$ cat config.mk
export PLATFORM = sky130hd
export DESIGN_NAME = irs_input_route_ctrl
export DESIGN_NICKNAME = d
export VERILOG_FILES = /design/src/common/irs_pkg.sv /design/src/irs_input_route_ctrl.sv
export SDC_FILE = /design/constraint.sdc
export NUM_CORES = 1
export LEC_CHECK = 0
export ABC_CLOCK_PERIOD_IN_PS = 2000
export BUFFER_PORTS_ARGS = -buffer_cell sky130_fd_sc_hd__clkbuf_2
export CAP_MARGIN = 20
export CORE_ASPECT_RATIO = 1.5
export CORE_MARGIN = 4
export CORE_UTILIZATION = 40
export CTS_BUF_LIST = sky130_fd_sc_hd__clkbuf_8
export DETAILED_ROUTE_END_ITERATION = 10
export MAX_ROUTING_LAYER = met4
export PLACE_DENSITY = 0.72
export SLEW_MARGIN = 5
export SYNTH_ARGS = -nofsm -noshare
export SYNTH_HDL_FRONTEND = slang
export SYNTH_SLANG_ARGS = --single-unit
$ cat constraint.sdc
create_clock -name clk -period 2 [get_ports clk]
set_clock_uncertainty 0.05 [all_clocks]
set_input_delay 0.4 -clock clk [delete_from_list [all_inputs] [get_ports clk]]
set_output_delay 0.4 -clock clk [all_outputs]
set_load 0.005 [all_outputs]
$ cat src/common/irs_pkg.sv
package irs_pkg;

    // register map (byte-wide registers, user map offsets)
    localparam logic [7:0] IRS_ADDR_INPUT_FORMAT_SELECT = 8'h00;
    localparam logic [7:0] IRS_ADDR_FIRST_DIAG_CTRL     = 8'h5d;
    localparam logic [7:0] IRS_ADDR_SECOND_DIAG_CTRL    = 8'h5e;
    localparam logic [7:0] IRS_ADDR_DIAG_STATUS         = 8'h5f;

    // field positions inside the diag control registers
    localparam int IRS_PWRDN_BIT = 6;
    localparam int IRS_LEVEL_LSB = 2;
    localparam int IRS_LEVEL_MSB = 4;

    // reset values
    localparam logic [4:0] IRS_RST_FORMAT = 5'h00;
    localparam logic       IRS_RST_PWRDN  = 1'b1;
    localparam logic [2:0] IRS_RST_LEVEL  = 3'h3;

    // slice level in millivolts: 75 mV base, 150 mV per step
    localparam int IRS_LEVEL_BASE_MV = 75;
    localparam int IRS_LEVEL_STEP_MV = 150;

    localparam int IRS_NUM_CH  = 6;
    localparam int IRS_NUM_PIN = 2;

    // input format codes
    localparam logic [4:0] IRS_F_CV1  = 5'h00;
    localparam logic [4:0] IRS_F_CV2  = 5'h01;
    localparam logic [4:0] IRS_F_CV3  = 5'h02;
    localparam logic [4:0] IRS_F_CV4  = 5'h03;
    localparam logic [4:0] IRS_F_CV5  = 5'h06;
    localparam logic [4:0] IRS_F_CV6  = 5'h07;
    localparam logic [4:0] IRS_F_YC12 = 5'h08;
    localparam logic [4:0] IRS_F_YC34 = 5'h09;
    localparam logic [4:0] IRS_F_YC56 = 5'h0b;
    localparam logic [4:0] IRS_F_CMP  = 5'h0c;
    localparam logic [4:0] IRS_F_DF12 = 5'h0e;
    localparam logic [4:0] IRS_F_DF34 = 5'h0f;
    localparam logic [4:0] IRS_F_DF56 = 5'h11;

    typedef enum logic [2:0]
    {
        IRS_FMT_NONE,
        IRS_FMT_CVBS,
        IRS_FMT_YC,
        IRS_FMT_COMPONENT,
        IRS_FMT_DIFF
    } irs_fmt_t;

    // routing result handed to the analog front end
    typedef struct packed
    {
        irs_fmt_t                fmt;
        logic [IRS_NUM_CH-1:0]   ch_enable;
        logic [2:0]              ch_a;      // luma / cvbs / positive leg
        logic [2:0]              ch_b;      // chroma / pb / negative leg
        logic [2:0]              ch_c;      // pr
        logic                    reserved;
    } irs_route_t;

    // diag slicer controls for the comparators
    typedef struct packed
    {
        logic       power_down;
        logic [2:0] threshold;
    } irs_diag_t;

endpackage

$ cat src/irs_input_route_ctrl.sv
module irs_input_route_ctrl
#(
    parameter bit SIX_INPUT = 1'b1  // 1: six-input variant, 0: four-input
)
(
    // clock and reset
    input  wire logic                             clk,
    input  wire logic                             rstn,
    // register port
    input  wire logic                             reg_wr,
    input  wire logic                             reg_rd,
    input  wire logic [7:0]                       reg_addr,
    input  wire logic [7:0]                       reg_wdata,
    output logic      [7:0]                       reg_rdata,
    output logic                                  reg_rvalid,
    // analog front end control
    output irs_pkg::irs_route_t                   route,
    output irs_pkg::irs_diag_t                    first_diag,
    output irs_pkg::irs_diag_t                    second_diag,
    // comparator outputs from the fault-sense pins (asynchronous)
    input  wire logic [irs_pkg::IRS_NUM_PIN-1:0]  slicer_above,
    // interrupt request, active low
    output logic                                  interrupt_request_out_n
);
    import irs_pkg::*;

    logic [4:0]             fmt_sel_q;
    irs_diag_t              diag_q [IRS_NUM_PIN];
    logic [IRS_NUM_PIN-1:0] sync1_q;
    logic [IRS_NUM_PIN-1:0] sync2_q;
    logic [IRS_NUM_PIN-1:0] event_q;
    logic [IRS_NUM_PIN-1:0] event_clr;
    logic [IRS_NUM_PIN-1:0] armed;
    irs_route_t             route_d;

    // one-hot channel enable from a 1-based channel number
    function automatic logic [IRS_NUM_CH-1:0] ch_bit(input logic [2:0] n);
        logic [IRS_NUM_CH-1:0] r;
        r = '0;
        if (n != 3'h0)
        begin
            r[n - 3'h1] = 1'b1;
        end
        return r;
    endfunction

    // build a route entry from format and up to three channels
    function automatic irs_route_t mk(input irs_fmt_t f, input logic [2:0] a,
                                      input logic [2:0] b, input logic [2:0] c);
        irs_route_t r;
        r.fmt       = f;
        r.ch_a      = a;
        r.ch_b      = b;
        r.ch_c      = c;
        r.ch_enable = ch_bit(a) | ch_bit(b) | ch_bit(c);
        r.reserved  = (f == IRS_FMT_NONE);
        return r;
    endfunction

    // format decode; reserved codes leave every channel powered down
    always_comb
    begin
        route_d = mk(IRS_FMT_NONE, 3'h0, 3'h0, 3'h0);
        case (fmt_sel_q)
            IRS_F_CV1:  route_d = mk(IRS_FMT_CVBS, 3'h1, 3'h0, 3'h0);
            IRS_F_CV2:  route_d = mk(IRS_FMT_CVBS, 3'h2, 3'h0, 3'h0);
            IRS_F_CV3:
            begin
                if (SIX_INPUT)
                begin
                    route_d = mk(IRS_FMT_CVBS, 3'h3, 3'h0, 3'h0);
                end
            end
            IRS_F_CV4:
            begin
                if (SIX_INPUT)
                begin
                    route_d = mk(IRS_FMT_CVBS, 3'h4, 3'h0, 3'h0);
                end
            end
            IRS_F_CV5:
            begin
                route_d = SIX_INPUT ? mk(IRS_FMT_CVBS, 3'h5, 3'h0, 3'h0)
                                    : mk(IRS_FMT_CVBS, 3'h3, 3'h0, 3'h0);
            end
            IRS_F_CV6:
            begin
                route_d = SIX_INPUT ? mk(IRS_FMT_CVBS, 3'h6, 3'h0, 3'h0)
                                    : mk(IRS_FMT_CVBS, 3'h4, 3'h0, 3'h0);
            end
            IRS_F_YC12: route_d = mk(IRS_FMT_YC, 3'h1, 3'h2, 3'h0);
            IRS_F_YC34:
            begin
                if (SIX_INPUT)
                begin
                    route_d = mk(IRS_FMT_YC, 3'h3, 3'h4, 3'h0);
                end
            end
            IRS_F_YC56:
            begin
                route_d = SIX_INPUT ? mk(IRS_FMT_YC, 3'h5, 3'h6, 3'h0)
                                    : mk(IRS_FMT_YC, 3'h3, 3'h4, 3'h0);
            end
            IRS_F_CMP:
            begin
                if (SIX_INPUT)
                begin
                    route_d = mk(IRS_FMT_COMPONENT, 3'h1, 3'h2, 3'h3);
                end
            end
            IRS_F_DF12: route_d = mk(IRS_FMT_DIFF, 3'h1, 3'h2, 3'h0);
            IRS_F_DF34:
            begin
                if (SIX_INPUT)
                begin
                    route_d = mk(IRS_FMT_DIFF, 3'h3, 3'h4, 3'h0);
                end
            end
            IRS_F_DF56:
            begin
                route_d = SIX_INPUT ? mk(IRS_FMT_DIFF, 3'h5, 3'h6, 3'h0)
                                    : mk(IRS_FMT_DIFF, 3'h3, 3'h4, 3'h0);
            end
            default:    route_d = mk(IRS_FMT_NONE, 3'h0, 3'h0, 3'h0);
        endcase
    end

    // route registered so the analog side sees glitch-free enables
    always_ff @(posedge clk)
    begin
        if (!rstn)
        begin
            route <= mk(IRS_FMT_NONE, 3'h0, 3'h0, 3'h0);
        end
        else
        begin
            route <= route_d;
        end
    end

    // format select register
    always_ff @(posedge clk)
    begin
        if (!rstn)
        begin
            fmt_sel_q <= IRS_RST_FORMAT;
        end
        else if (reg_wr && reg_addr == IRS_ADDR_INPUT_FORMAT_SELECT)
        begin
            fmt_sel_q <= reg_wdata[4:0];
        end
    end

    // diag slicer control registers, powered down after reset
    always_ff @(posedge clk)
    begin
        if (!rstn)
        begin
            for (int i = 0; i < IRS_NUM_PIN; i++)
            begin
                diag_q[i].power_down <= IRS_RST_PWRDN;
                diag_q[i].threshold  <= IRS_RST_LEVEL;
            end
        end
        else if (reg_wr)
        begin
            if (reg_addr == IRS_ADDR_FIRST_DIAG_CTRL)
            begin
                diag_q[0].power_down <= reg_wdata[IRS_PWRDN_BIT];
                diag_q[0].threshold  <=
                    reg_wdata[IRS_LEVEL_MSB:IRS_LEVEL_LSB];
            end
            if (reg_addr == IRS_ADDR_SECOND_DIAG_CTRL)
            begin
                diag_q[1].power_down <= reg_wdata[IRS_PWRDN_BIT];
                diag_q[1].threshold  <=
                    reg_wdata[IRS_LEVEL_MSB:IRS_LEVEL_LSB];
            end
        end
    end

    // controls out to the comparators
    always_ff @(posedge clk)
    begin
        if (!rstn)
        begin
            first_diag  <= '{IRS_RST_PWRDN, IRS_RST_LEVEL};
            second_diag <= '{IRS_RST_PWRDN, IRS_RST_LEVEL};
        end
        else
        begin
            first_diag  <= diag_q[0];
            second_diag <= diag_q[1];
        end
    end

    // comparator outputs cross in through two flops
    always_ff @(posedge clk)
    begin
        if (!rstn)
        begin
            sync1_q <= '0;
            sync2_q <= '0;
        end
        else
        begin
            sync1_q <= slicer_above;
            sync2_q <= sync1_q;
        end
    end

    // status clear: write one to the pin's bit in the status register
    assign event_clr = (reg_wr && reg_addr == IRS_ADDR_DIAG_STATUS)
                       ? reg_wdata[IRS_NUM_PIN-1:0] : '0;

    // a powered-down slicer output is ignored, it may float
    generate
        for (genvar p = 0; p < IRS_NUM_PIN; p++)
        begin : g_pin
            assign armed[p] = !diag_q[p].power_down;

            // sticky flag; set beats a simultaneous clear
            always_ff @(posedge clk)
            begin
                if (!rstn)
                begin
                    event_q[p] <= 1'b0;
                end
                else if (armed[p] && sync2_q[p])
                begin
                    event_q[p] <= 1'b1;
                end
                else if (event_clr[p])
                begin
                    event_q[p] <= 1'b0;
                end
            end
        end
    endgenerate

    // interrupt follows the flags, registered, active low
    always_ff @(posedge clk)
    begin
        if (!rstn)
        begin
            interrupt_request_out_n <= 1'b1;
        end
        else
        begin
            interrupt_request_out_n <= ~(|event_q);
        end
    end

    // register readback, one cycle after the read strobe
    always_ff @(posedge clk)
    begin
        if (!rstn)
        begin
            reg_rdata  <= 8'h00;
            reg_rvalid <= 1'b0;
        end
        else
        begin
            reg_rvalid <= reg_rd;
            reg_rdata  <= 8'h00;
            if (reg_rd)
            begin
                case (reg_addr)
                    IRS_ADDR_INPUT_FORMAT_SELECT:
                        reg_rdata <= {3'h0, fmt_sel_q};
                    IRS_ADDR_FIRST_DIAG_CTRL:
                        reg_rdata <= {1'b0, diag_q[0].power_down, 1'b0,
                                      diag_q[0].threshold, 2'h0};
                    IRS_ADDR_SECOND_DIAG_CTRL:
                        reg_rdata <= {1'b0, diag_q[1].power_down, 1'b0,
                                      diag_q[1].threshold, 2'h0};
                    IRS_ADDR_DIAG_STATUS:
                        reg_rdata <= {6'h00, event_q};
                    default:
                        reg_rdata <= 8'h00;
                endcase
            end
        end
    end

endmodule
======== Word level (Yosys, flattened, before mapping) ========
Memories as Yosys holds them, arrays and structs flattened.
Index checks and enable logic that the tools add are counted.
cells by class
  bitwise operators ....................... 5
  equal/unequal tests ..................... 15
  multiplexer cells ....................... 20
  reduce and logical (&&, ||, !) cells .... 12
operator list
  cell                                           count
  one-hot mux 19 bit (13 select lines)           1
  == test 5 x 4 -> 1 bit, second input constant  6
  one-hot mux 7 bit (4 select lines)             1
  == test 8 x 7 -> 1 bit, second input constant  3
  2-to-1 mux 1 bit                               15
  == test 5 x 2 -> 1 bit, second input constant  2
  == test 5 x 3 -> 1 bit, second input constant  2
  logical NOT 8 bit                              1
  2-to-1 mux 3 bit                               2
  == test 5 x 1 -> 1 bit, second input constant  1
  == test 5 bit, second input constant           1
  logical NOT 5 bit                              1
  logical AND 1 bit                              4
  bitwise OR 1 bit                               4
  nonzero test 2 bit                             2
  logical NOT 1 bit                              2
  2-to-1 mux 2 bit                               1
  AND reduction 2 bit                            1
  OR reduction 2 bit                             1
  NOT 1 bit                                      1
storage, ports and cells
  output and inout bits ................... 37
  logic and storage cells ................. 71
  input bits .............................. 22
  memories ................................ 1
  register bits ........................... 48
  bits in writable memories ............... 8
memories
  memory  words  bits a word  read ports  clocked after memory_dff  wr ports  RTL line                    RTL
  diag_q  2      4            2           0                         2         irs_input_route_ctrl.sv:28  irs_diag_t diag_q [IRS_NUM_PIN];

======== Depth between registers and ports, before layout ========
Gate-level depths: netlist of the first run.
  word-level depth ........................ 6
  mapped depth ............................ 6
  gate-level depth less buffers ........... 4

======== Least setup slack after synthesis of the first run ========
No wires, ideal clock.
  path type ............................... input-to-reg
  start ................................... input reg_addr[3]
  end ..................................... register fmt_sel_q[1]
  setup time .............................. 0.116 ns
  slack ................................... 0.225 ns
  data arrival time ....................... 1.609 ns
  cell stages on the path ................. 5
  data required time ...................... 1.834 ns
  path buffers ............................ 1
  path through ............................ or4_4 or3_1 buf_2 mux2i_1 nor2b_1
on the way
  cells in the longest elaborated chain, start to end .. 2
ends and longest elaborated chain
  element               RTL line                     RTL
  start, declared       irs_input_route_ctrl.sv:12   input wire logic [7:0] reg_addr,
  logical NOT 8 bit     irs_input_route_ctrl.sv:148  else if (reg_wr && reg_addr == IRS_ADDR_INPUT_FORMAT_SELECT)
  logical AND 1 bit     irs_input_route_ctrl.sv:148
  end signal, assigned  irs_input_route_ctrl.sv:150  fmt_sel_q <= reg_wdata[4:0];
  end, declared         irs_input_route_ctrl.sv:27   logic [4:0] fmt_sel_q;
No other way between the ends.
A chain may end at the register's enable or synchronous reset.

======== Worst setup path in the final report of the first run ========
Ends and elaborated chain as after synthesis.

==> load_flow_metrics.sql, run 1 <==
INSERT INTO impl_metrics (metric_group, metric, value, unit) VALUES
('finish', 'layout.nets', '290', ''),
('power', 'power_density', '719', 'mW/mm^2'),
('synthesis', 'netlist_area', '0.00204', 'sq mm'),
('clock_network', 'cts-root-to-sink-buffers', '2', ''),
('synthesis', 'synth_area_per_cell', '9.70', 'sq um'),
('routing', 'routed-wl-met3', '196', 'um'),
('routing', 'dr.first_iter.drc_count', '42', ''),
('routing', 'final_antenna_net_count', '0', ''),
('die', 'rows', '31', ''),
('synthesis', 'synthTopCellsByCount', 'sky130_fd_sc_hd__dfxtp_1, sky130_fd_sc_hd__nand2_1, sky130_fd_sc_hd__nand2b_1', ''),
('place', 'detailed_place_hpwl', '3400', 'um'),
('synthesis', 'synth-xor-area-share', '0', '%'),
('timing', 'max_slew.worst_pin.slew', '0.496', 'ns'),
('critical_path', 'crit_path_max_fanout', '5', ''),
('synthesis', 'count_of_flip_flops_with_a_built_in_enable_after_synthesis', '8', ''),
('clock_network', 'clkSinkCount', '51', ''),
('synthesis', 'synth.top_cell.area_share', '42.3', '%'),
('synthesis', 'synthDistinctLibCells', '41', ''),
('clock_network', 'ctsHtreeMaxLevel', '2', ''),
('finish', 'regArea', '0.00110', 'sq mm'),
('timing', 'relSlewSlack', '66.7', '%'),
('timing', 'finalHoldWorstSlack', '0.242', 'ns'),
('synthesis', 'synthMostInstantiatedCell', 'sky130_fd_sc_hd__dfxtp_1', ''),
('finish', 'final_layout_size_suffix_gt1_share', '29.4', '%'),
('timing', 'finalCritPeriodShare', '81.1', '%'),
('timing', 'achievable-frequency', '617', 'MHz'),
('synthesis', 'post_synthesis_compound_gate_area_fraction', '13.5', '%'),
('critical_path', 'worst-endpoint-arrival', '1.77', 'ns'),
('power', 'leakage', '1.02', 'nW'),
('timing', 'maxSlewViolCount', '0', ''),
('routing', 'vias', '1667', ''),
('finish', 'flow.area_growth_from_synthesis', '22.3', '%'),
('flow_run', 'drv.max_cap_violation_count', '0', ''),
('critical_path', 'setup.worst_path.class', 'in2reg', ''),
('worst_hold_path', 'timing.hold.worst.class', 'in2reg', ''),
('grt', 'first_global_vias', '1636', ''),
('clock_network', 'tritoncts', 'done', ''),
('synthesis', 'synth.yosys.seq_area_share', '54.1', '%'),
('clock_network', 'cts-root-buf', 'sky130_fd_sc_hd__clkbuf_8', ''),
('critical_path', 'slowest_delay', '0.55', 'ns'),
('timing', 'report.final.hold_viol_count', '0', ''),
('routing', 'number_of_remaining_drc_errors', '0', ''),
('status', 'run_status', 'completed', ''),
('power', 'design_power_total', '1.79', 'mW'),
('critical_path', 'worst_setup_sp_type', 'primary input', ''),
('critical_path', 'cp_num_cells', '5', ''),
('clock_network', 'clock_latency', '0.31', 'ns'),
('grt', 'grt_max_degree', '18', ''),
('synthesis', 'yosysWarnings', '0', ''),
('die', 'die_w', '66.3', 'um'),
('die', 'initial_utilization', '41.7', '%'),
('critical_path', 'critical_path_buf_inv_count', '1', ''),
('routing', 'top_layer', 'met4', ''),
('die', 'design.die.area', '0.00632', 'sq mm'),
('grt', 'gr-total-overflow', '0', ''),
('power', 'worst_ir_drop_vdd', '0.000295', 'V'),
('timing', 'finalSetupViolations', '0', ''),
('synthesis', 'synth_top_cell_by_area', 'sky130_fd_sc_hd__dfxtp_1', ''),
('clock_network', 'post-cts-setup-buffer-count', '0', ''),
('critical_path', 'crit_path_top_delay_cell', 'sky130_fd_sc_hd__or4_4', ''),
('synthesis', 'synth_simple_gate_area_share', '26.1', '%'),
('synthesis', 'synth-seq-cells', '51', ''),
('synthesis', 'synthesis.instances', '210', ''),
('synthesis', 'post_synth_main_area_contributors', 'sky130_fd_sc_hd__dfxtp_1, sky130_fd_sc_hd__edfxtp_1, sky130_fd_sc_hd__nand2b_1', ''),
('timing', 'totalNegativeSetupSlack', '0', 'ns'),
('die', 'core_area', '0.00489', 'sq mm'),
('synthesis', 'yosys-mux-area-fraction', '1.47', '%'),
('critical_path', 'critical_path_required', '2.15', 'ns'),
('routing', 'drt-wirelength-per-cell', '13.2', 'um'),
('critical_path', 'cp_cell_sequence', 'clkbuf_2, or4_4, or3_1, mux2i_1, nor2b_1', ''),
('clock_network', 'ctsHoldBuffers', '0', '');
-- state kept, by name (all words and copies together) (netlist names) --
signal                   cells
route                       16
diag_q                       8
reg_rdata                    6
fmt_sel_q                    5
first_diag                   4
second_diag                  4
event_q                      2
sync1_q                      2
sync2_q                      2
interrupt_request_out_n      1
reg_rvalid                   1
-- worst paths after layout --
check | to | slack, ns | startpoint
setup / recovery | fmt_sel_q[1]$_SDFFE_PN0P_ | 0.38 | reg_addr[3]
hold reg to reg | sync2_q[0]$_SDFF_PN0_ | 0.39 | sync1_q[0]$_SDFF_PN0_
setup reg to reg | route[12]$_SDFF_PN0_ | 0.50 | fmt_sel_q[2]$_SDFFE_PN0P_
hold / removal | sync1_q[1]$_SDFF_PN0_ | 0.24 | slicer_above[1]
-- layer usage --
layer	GRT usage [%]	vias up
li1	-	831
met1	14.4	779
met2	28.6	46
met3	2.83	11
met4	10.0	0
met5	-	-
-- per-stage QoR --
step                      worst slack (ns)  instance area, sq um  util (%)  cells
after floorplan                      0.225                  2050         -    213
after global placement              0.0749                  2400      49.1    327
after detailed placement            0.0586                  2400      49.1    327
after CTS                            0.393                  2490      51.0    335
after global routing                 0.324                  2490      51.0    335
final                                0.378                  2490      51.0    335
-- cells by family (layout without fill, tap and decap cells) --
kind of cell           Yosys count  in the layout
AOI/OAI and AO/OA               42             42
and+or+nand+nor                 93             93
buffers and inverters           20             76
other                            1              4
DFF                             51             51
muxes                            3              3
-- cells in the final DEF, fill, tap and decap left out, types with 3 or more instances in the layout --
cell / Yosys / final
sky130_fd_sc_hd__inv_1: 4 / 4
sky130_fd_sc_hd__and2_1: 8 / 8
sky130_fd_sc_hd__nor2b_1: 9 / 9
sky130_fd_sc_hd__a21boi_0: 5 / 5
sky130_fd_sc_hd__or3_1: 4 / 4
sky130_fd_sc_hd__o21ai_0: 8 / 8
sky130_fd_sc_hd__o21a_1: 4 / 4
sky130_fd_sc_hd__nand2_1: 20 / 20
sky130_fd_sc_hd__clkbuf_8: 0 / 5
sky130_fd_sc_hd__buf_4: 5 / 12
sky130_fd_sc_hd__a32oi_1: 3 / 3
sky130_fd_sc_hd__edfxtp_1: 8 / 8
sky130_fd_sc_hd__nor3_1: 6 / 6
sky130_fd_sc_hd__nand2b_1: 20 / 20
sky130_fd_sc_hd__dfxtp_1: 43 / 43
sky130_fd_sc_hd__a21oi_1: 14 / 14
sky130_fd_sc_hd__conb_1: 1 / 4
sky130_fd_sc_hd__mux2i_1: 3 / 3
sky130_fd_sc_hd__nor2_1: 7 / 7
sky130_fd_sc_hd__nand3_1: 4 / 4
sky130_fd_sc_hd__clkbuf_2: 0 / 52
-- area by class of cell --
class / instances / area share [%]
Inverter: 4 / 0.603
Sequential cell: 51 / 44.2
Tap cell: 66 / 3.31
Timing Repair Buffer: 64 / 14.1
Clock buffer: 5 / 2.76
Multi-Input combinational cell: 142 / 34.2
Clock inverter: 3 / 0.904
-- where the power goes --
group,switching (mW),internal [mW],total [mW]
clock,0.349,0.253,0.602
combinational,0.0578,0.0529,0.111
sequential,0.00997,1.07,1.08
total,0.417,1.37,1.79
Power figures use the tool's default switching activity.
==> run 2: changes to the inputs <==
--- a/config.mk
+++ b/config.mk
@@ -5,7 +5,7 @@
 export SDC_FILE = /design/constraint.sdc
 export NUM_CORES = 1
 export LEC_CHECK = 0
-export ABC_CLOCK_PERIOD_IN_PS = 2000
+export ABC_CLOCK_PERIOD_IN_PS = 1450
 export BUFFER_PORTS_ARGS = -buffer_cell sky130_fd_sc_hd__clkbuf_2
 export CAP_MARGIN = 20
 export CORE_ASPECT_RATIO = 1.5
@@ -14,7 +14,7 @@
 export CTS_BUF_LIST = sky130_fd_sc_hd__clkbuf_8
 export DETAILED_ROUTE_END_ITERATION = 10
 export MAX_ROUTING_LAYER = met4
-export PLACE_DENSITY = 0.72
+export PLACE_DENSITY = 0.75
 export SLEW_MARGIN = 5
 export SYNTH_ARGS = -nofsm -noshare
 export SYNTH_HDL_FRONTEND = slang
==> constraint.sdc (replaced) <==
create_clock -name clk -period 1.45 [get_ports clk]
set_clock_uncertainty 0.05 [all_clocks]
set_input_delay 0.29 -clock clk [delete_from_list [all_inputs] [get_ports clk]]
set_output_delay 0.29 -clock clk [all_outputs]
set_load 0.005 [all_outputs]
==> run 2 against run 1 <==
Effect of this change: sequential cell count did not move; wire length increased by 2.5%; sequential power up 38%; via count is 1.4% higher; setup slack got worse by 0.35 ns; utilization increased by 2.9 points; global-route usage increased by 0.37 points; critical path depth did not move; combinational power up 52%; largest cell class unchanged; power up 45%; register-to-register slack got worse by 0.38 ns; first-iteration DRC count rose by 90%.
==> load_flow_metrics.sql, run 2 (same netlist as run 1, synthesis figures left out) <==
INSERT INTO impl_metrics (metric_group, metric, value, unit) VALUES
('status', 'run_status', 'completed', ''),
('clock_network', 'post-cts-setup-buffer-count', '0', ''),
('power', 'power_density', '986', 'mW/mm^2'),
('routing', 'wirelength_met1', '1680', 'um'),
('grt', 'all_layer_gr_usage', '15.9', '%'),
('place', 'pre_cts_ws', '-0.328', 'ns'),
('timing', 'achievable-frequency', '706', 'MHz'),
('finish', 'layout_commonest_cell', 'sky130_fd_sc_hd__clkbuf_2', ''),
('die', 'die_height', '95.4', 'um'),
('critical_path', 'setup_crit_end_kind', 'register', ''),
('critical_path', 'worst-endpoint-arrival', '1.55', 'ns'),
('place', 'detailed_place_hpwl', '3640', 'um'),
('grt', 'grt_max_degree', '17', ''),
('clock_network', 'clock_latency', '0.29', 'ns'),
('finish', 'multi_input_area', '883', 'sq um'),
('routing', 'final_antenna_net_count', '0', ''),
('clock_network', 'ctsHoldBuffers', '0', ''),
('finish', 'final_util', '53.8', '%'),
('grt', 'first_global_vias', '1737', ''),
('critical_path', 'cp_cell_sequence', 'clkbuf_2, or4_4, or3_4, mux2i_1, nor2b_1', ''),
('finish', 'flow.area_growth_from_synthesis', '29.2', '%'),
('routing', 'mean_number_of_vias_per_cell', '4.88', ''),
('finish', 'antenna-diode-count', '0', ''),
('timing', 'final.setup.worst_slack', '0.0330', 'ns'),
('finish', 'most-common-layout-cells', 'sky130_fd_sc_hd__clkbuf_2, sky130_fd_sc_hd__dfxtp_1, sky130_fd_sc_hd__buf_4, sky130_fd_sc_hd__nand2_1, sky130_fd_sc_hd__nand2b_1', ''),
('routing', 'top_layer', 'met4', ''),
('routing', 'finalWirelength', '4530', 'um'),
('finish', 'layout.nets', '301', ''),
('grt', 'gr-total-overflow', '0', ''),
('clock_network', 'cts-root-buf', 'sky130_fd_sc_hd__clkbuf_8', ''),
('power', 'design_power_total', '2.59', 'mW'),
('routing', 'number_of_remaining_drc_errors', '0', ''),
('place', 'routabilityCongestion', '0.895', ''),
('die', 'core_area', '0.00489', 'sq mm'),
('die', 'ios', '59', ''),
('timing', 'finalWorstPathRequiredPeriod', '1.42', 'ns'),
('critical_path', 'setup.worst_path.class', 'in2reg', ''),
('clock_network', 'cts_buffers', '5', ''),
('routing', 'vias', '1690', ''),
('die', 'rows', '31', ''),
('finish', 'nFillCells', '483', ''),
('die', 'initial_utilization', '41.7', '%'),
('timing', 'report.final.hold_viol_count', '0', ''),
('timing', 'maxSlewViolCount', '0', ''),
('flow_run', 'drv.max_cap_violation_count', '0', ''),
('grt', 'grt_pass1_wl', '7570', 'um'),
('routing', 'drt-wirelength-per-cell', '13.1', 'um'),
('finish', 'reg_top3', 'route (16), diag_q (8), reg_rdata (6)', ''),
('critical_path', 'critical_path_required', '1.59', 'ns'),
('clock_network', 'clkSinkCount', '51', ''),
('place', 'place.port_buffers', '52', ''),
('die', 'design.die.area', '0.00632', 'sq mm'),
('timing', 'finalCritPeriodShare', '97.7', '%'),
('timing', 'grt_setup_unrepaired', 'true', ''),
('power', 'leakage', '1.09', 'nW'),
('finish', 'regArea', '0.00110', 'sq mm'),
('critical_path', 'worst_setup_sp_type', 'primary input', ''),
('routing', 'detailroute.wirelength.met2', '2570', 'um'),
('power', 'worst_ir_drop_vdd', '0.000645', 'V'),
('finish', 'largest_register_ff_count', '16', ''),
('worst_hold_path', 'timing.hold.worst.class', 'in2reg', ''),
('clock_network', 'cts-root-to-sink-buffers', '2', ''),
('timing', 'totalNegativeSetupSlack', '0', 'ns'),
('finish', 'largest-register', 'route', ''),
('routing', 'firstDrtPassIters', '4', ''),
('grt', 'grt_antenna_before_repair', '0', ''),
('clock_network', 'ctsHtreeMaxLevel', '2', ''),
('routing', 'routed-wl-met3', '181', 'um'),
('timing', 'finalHoldWorstSlack', '0.152', 'ns'),
('critical_path', 'crit_path_max_fanout', '5', ''),
('critical_path', 'slowest_delay', '0.54', 'ns'),
('die', 'die_w', '66.3', 'um'),
('routing', 'dr.first_iter.drc_count', '80', ''),
('timing', 'finalSetupViolations', '0', ''),
('critical_path', 'crit_path_top_delay_cell', 'sky130_fd_sc_hd__or4_4', ''),
('clock_network', 'worst_setup_hold_path_clk_slew', '0.09', 'ns'),
('clock_network', 'tritoncts', 'done', ''),
('finish', 'final_layout_size_suffix_gt1_share', '34.6', '%');
run 2: changes by cell type in the layout (fill, tap and decap cells not counted), sizes merged:
cell | previous run | this run
bufinv | 0 | 1
clkinv | 1 | 2
buf | 12 | 23
inv | 6 | 4
run 2: layout make-up:
cell class / instances / share of cell area, %
clock buffers: 5 / 2.62
clock inverters: 3 / 1.47
inverters: 4 / 0.571
flip-flops and latches: 51 / 41.9
repair buffers: 75 / 16.7
multi-input cells: 142 / 33.6
well taps: 66 / 3.14
run 2: worst paths after layout:
path / slack (ns) / end / cells after the start / from
setup / recovery: 0.03 / fmt_sel_q[1]$_SDFFE_PN0P_ / 5 / reg_addr[5]
hold / removal: 0.15 / sync1_q[1]$_SDFF_PN0_ / 2 / slicer_above[1]
setup reg to reg: 0.12 / route[11]$_SDFF_PN0_ / 2 / fmt_sel_q[3]$_SDFFE_PN0P_
hold reg to reg: 0.39 / sync2_q[0]$_SDFF_PN0_ / 1 / sync1_q[0]$_SDFF_PN0_
run 2: power breakdown:
group / total [mW] / switching, mW / leakage (nW) / internal [mW]
Combinational: 0.169 / 0.0852 / 0.602 / 0.0836
Clock: 0.937 / 0.432 / 0.0556 / 0.505
Sequential: 1.49 / 0.0145 / 0.432 / 1.47
Total: 2.59 / 0.532 / 1.09 / 2.06
run 2: metal layers:
| layer | vias up | track usage, % |
|---|---|---|
| met2 | 46 | 29.9 |
| met4 | 0 | 8.14 |
| met3 | 7 | 2.24 |
| met1 | 780 | 15.4 |
| li1 | 857 | - |
| met5 | - | - |
run 2: through the flow:
step                      instances  cell area (sq um)
after floorplan                 213               2070
after global placement          338               2500
after detailed placement        338               2500
after CTS                       346               2620
after global routing            346               2630
final                           346               2630
run 2: critical path: cells and delay by family:
family | cells | cell delay [ns]
and+or+nand+nor | 3 | 1.02
muxes | 1 | 0.16
buffers and inverters | 1 | 0.09
run 2: timing repair:
action / CTS / global route
resized for setup: 1 / 7
endpoints found under the setup margin: 1 / 11
pin swaps: 0 / 3
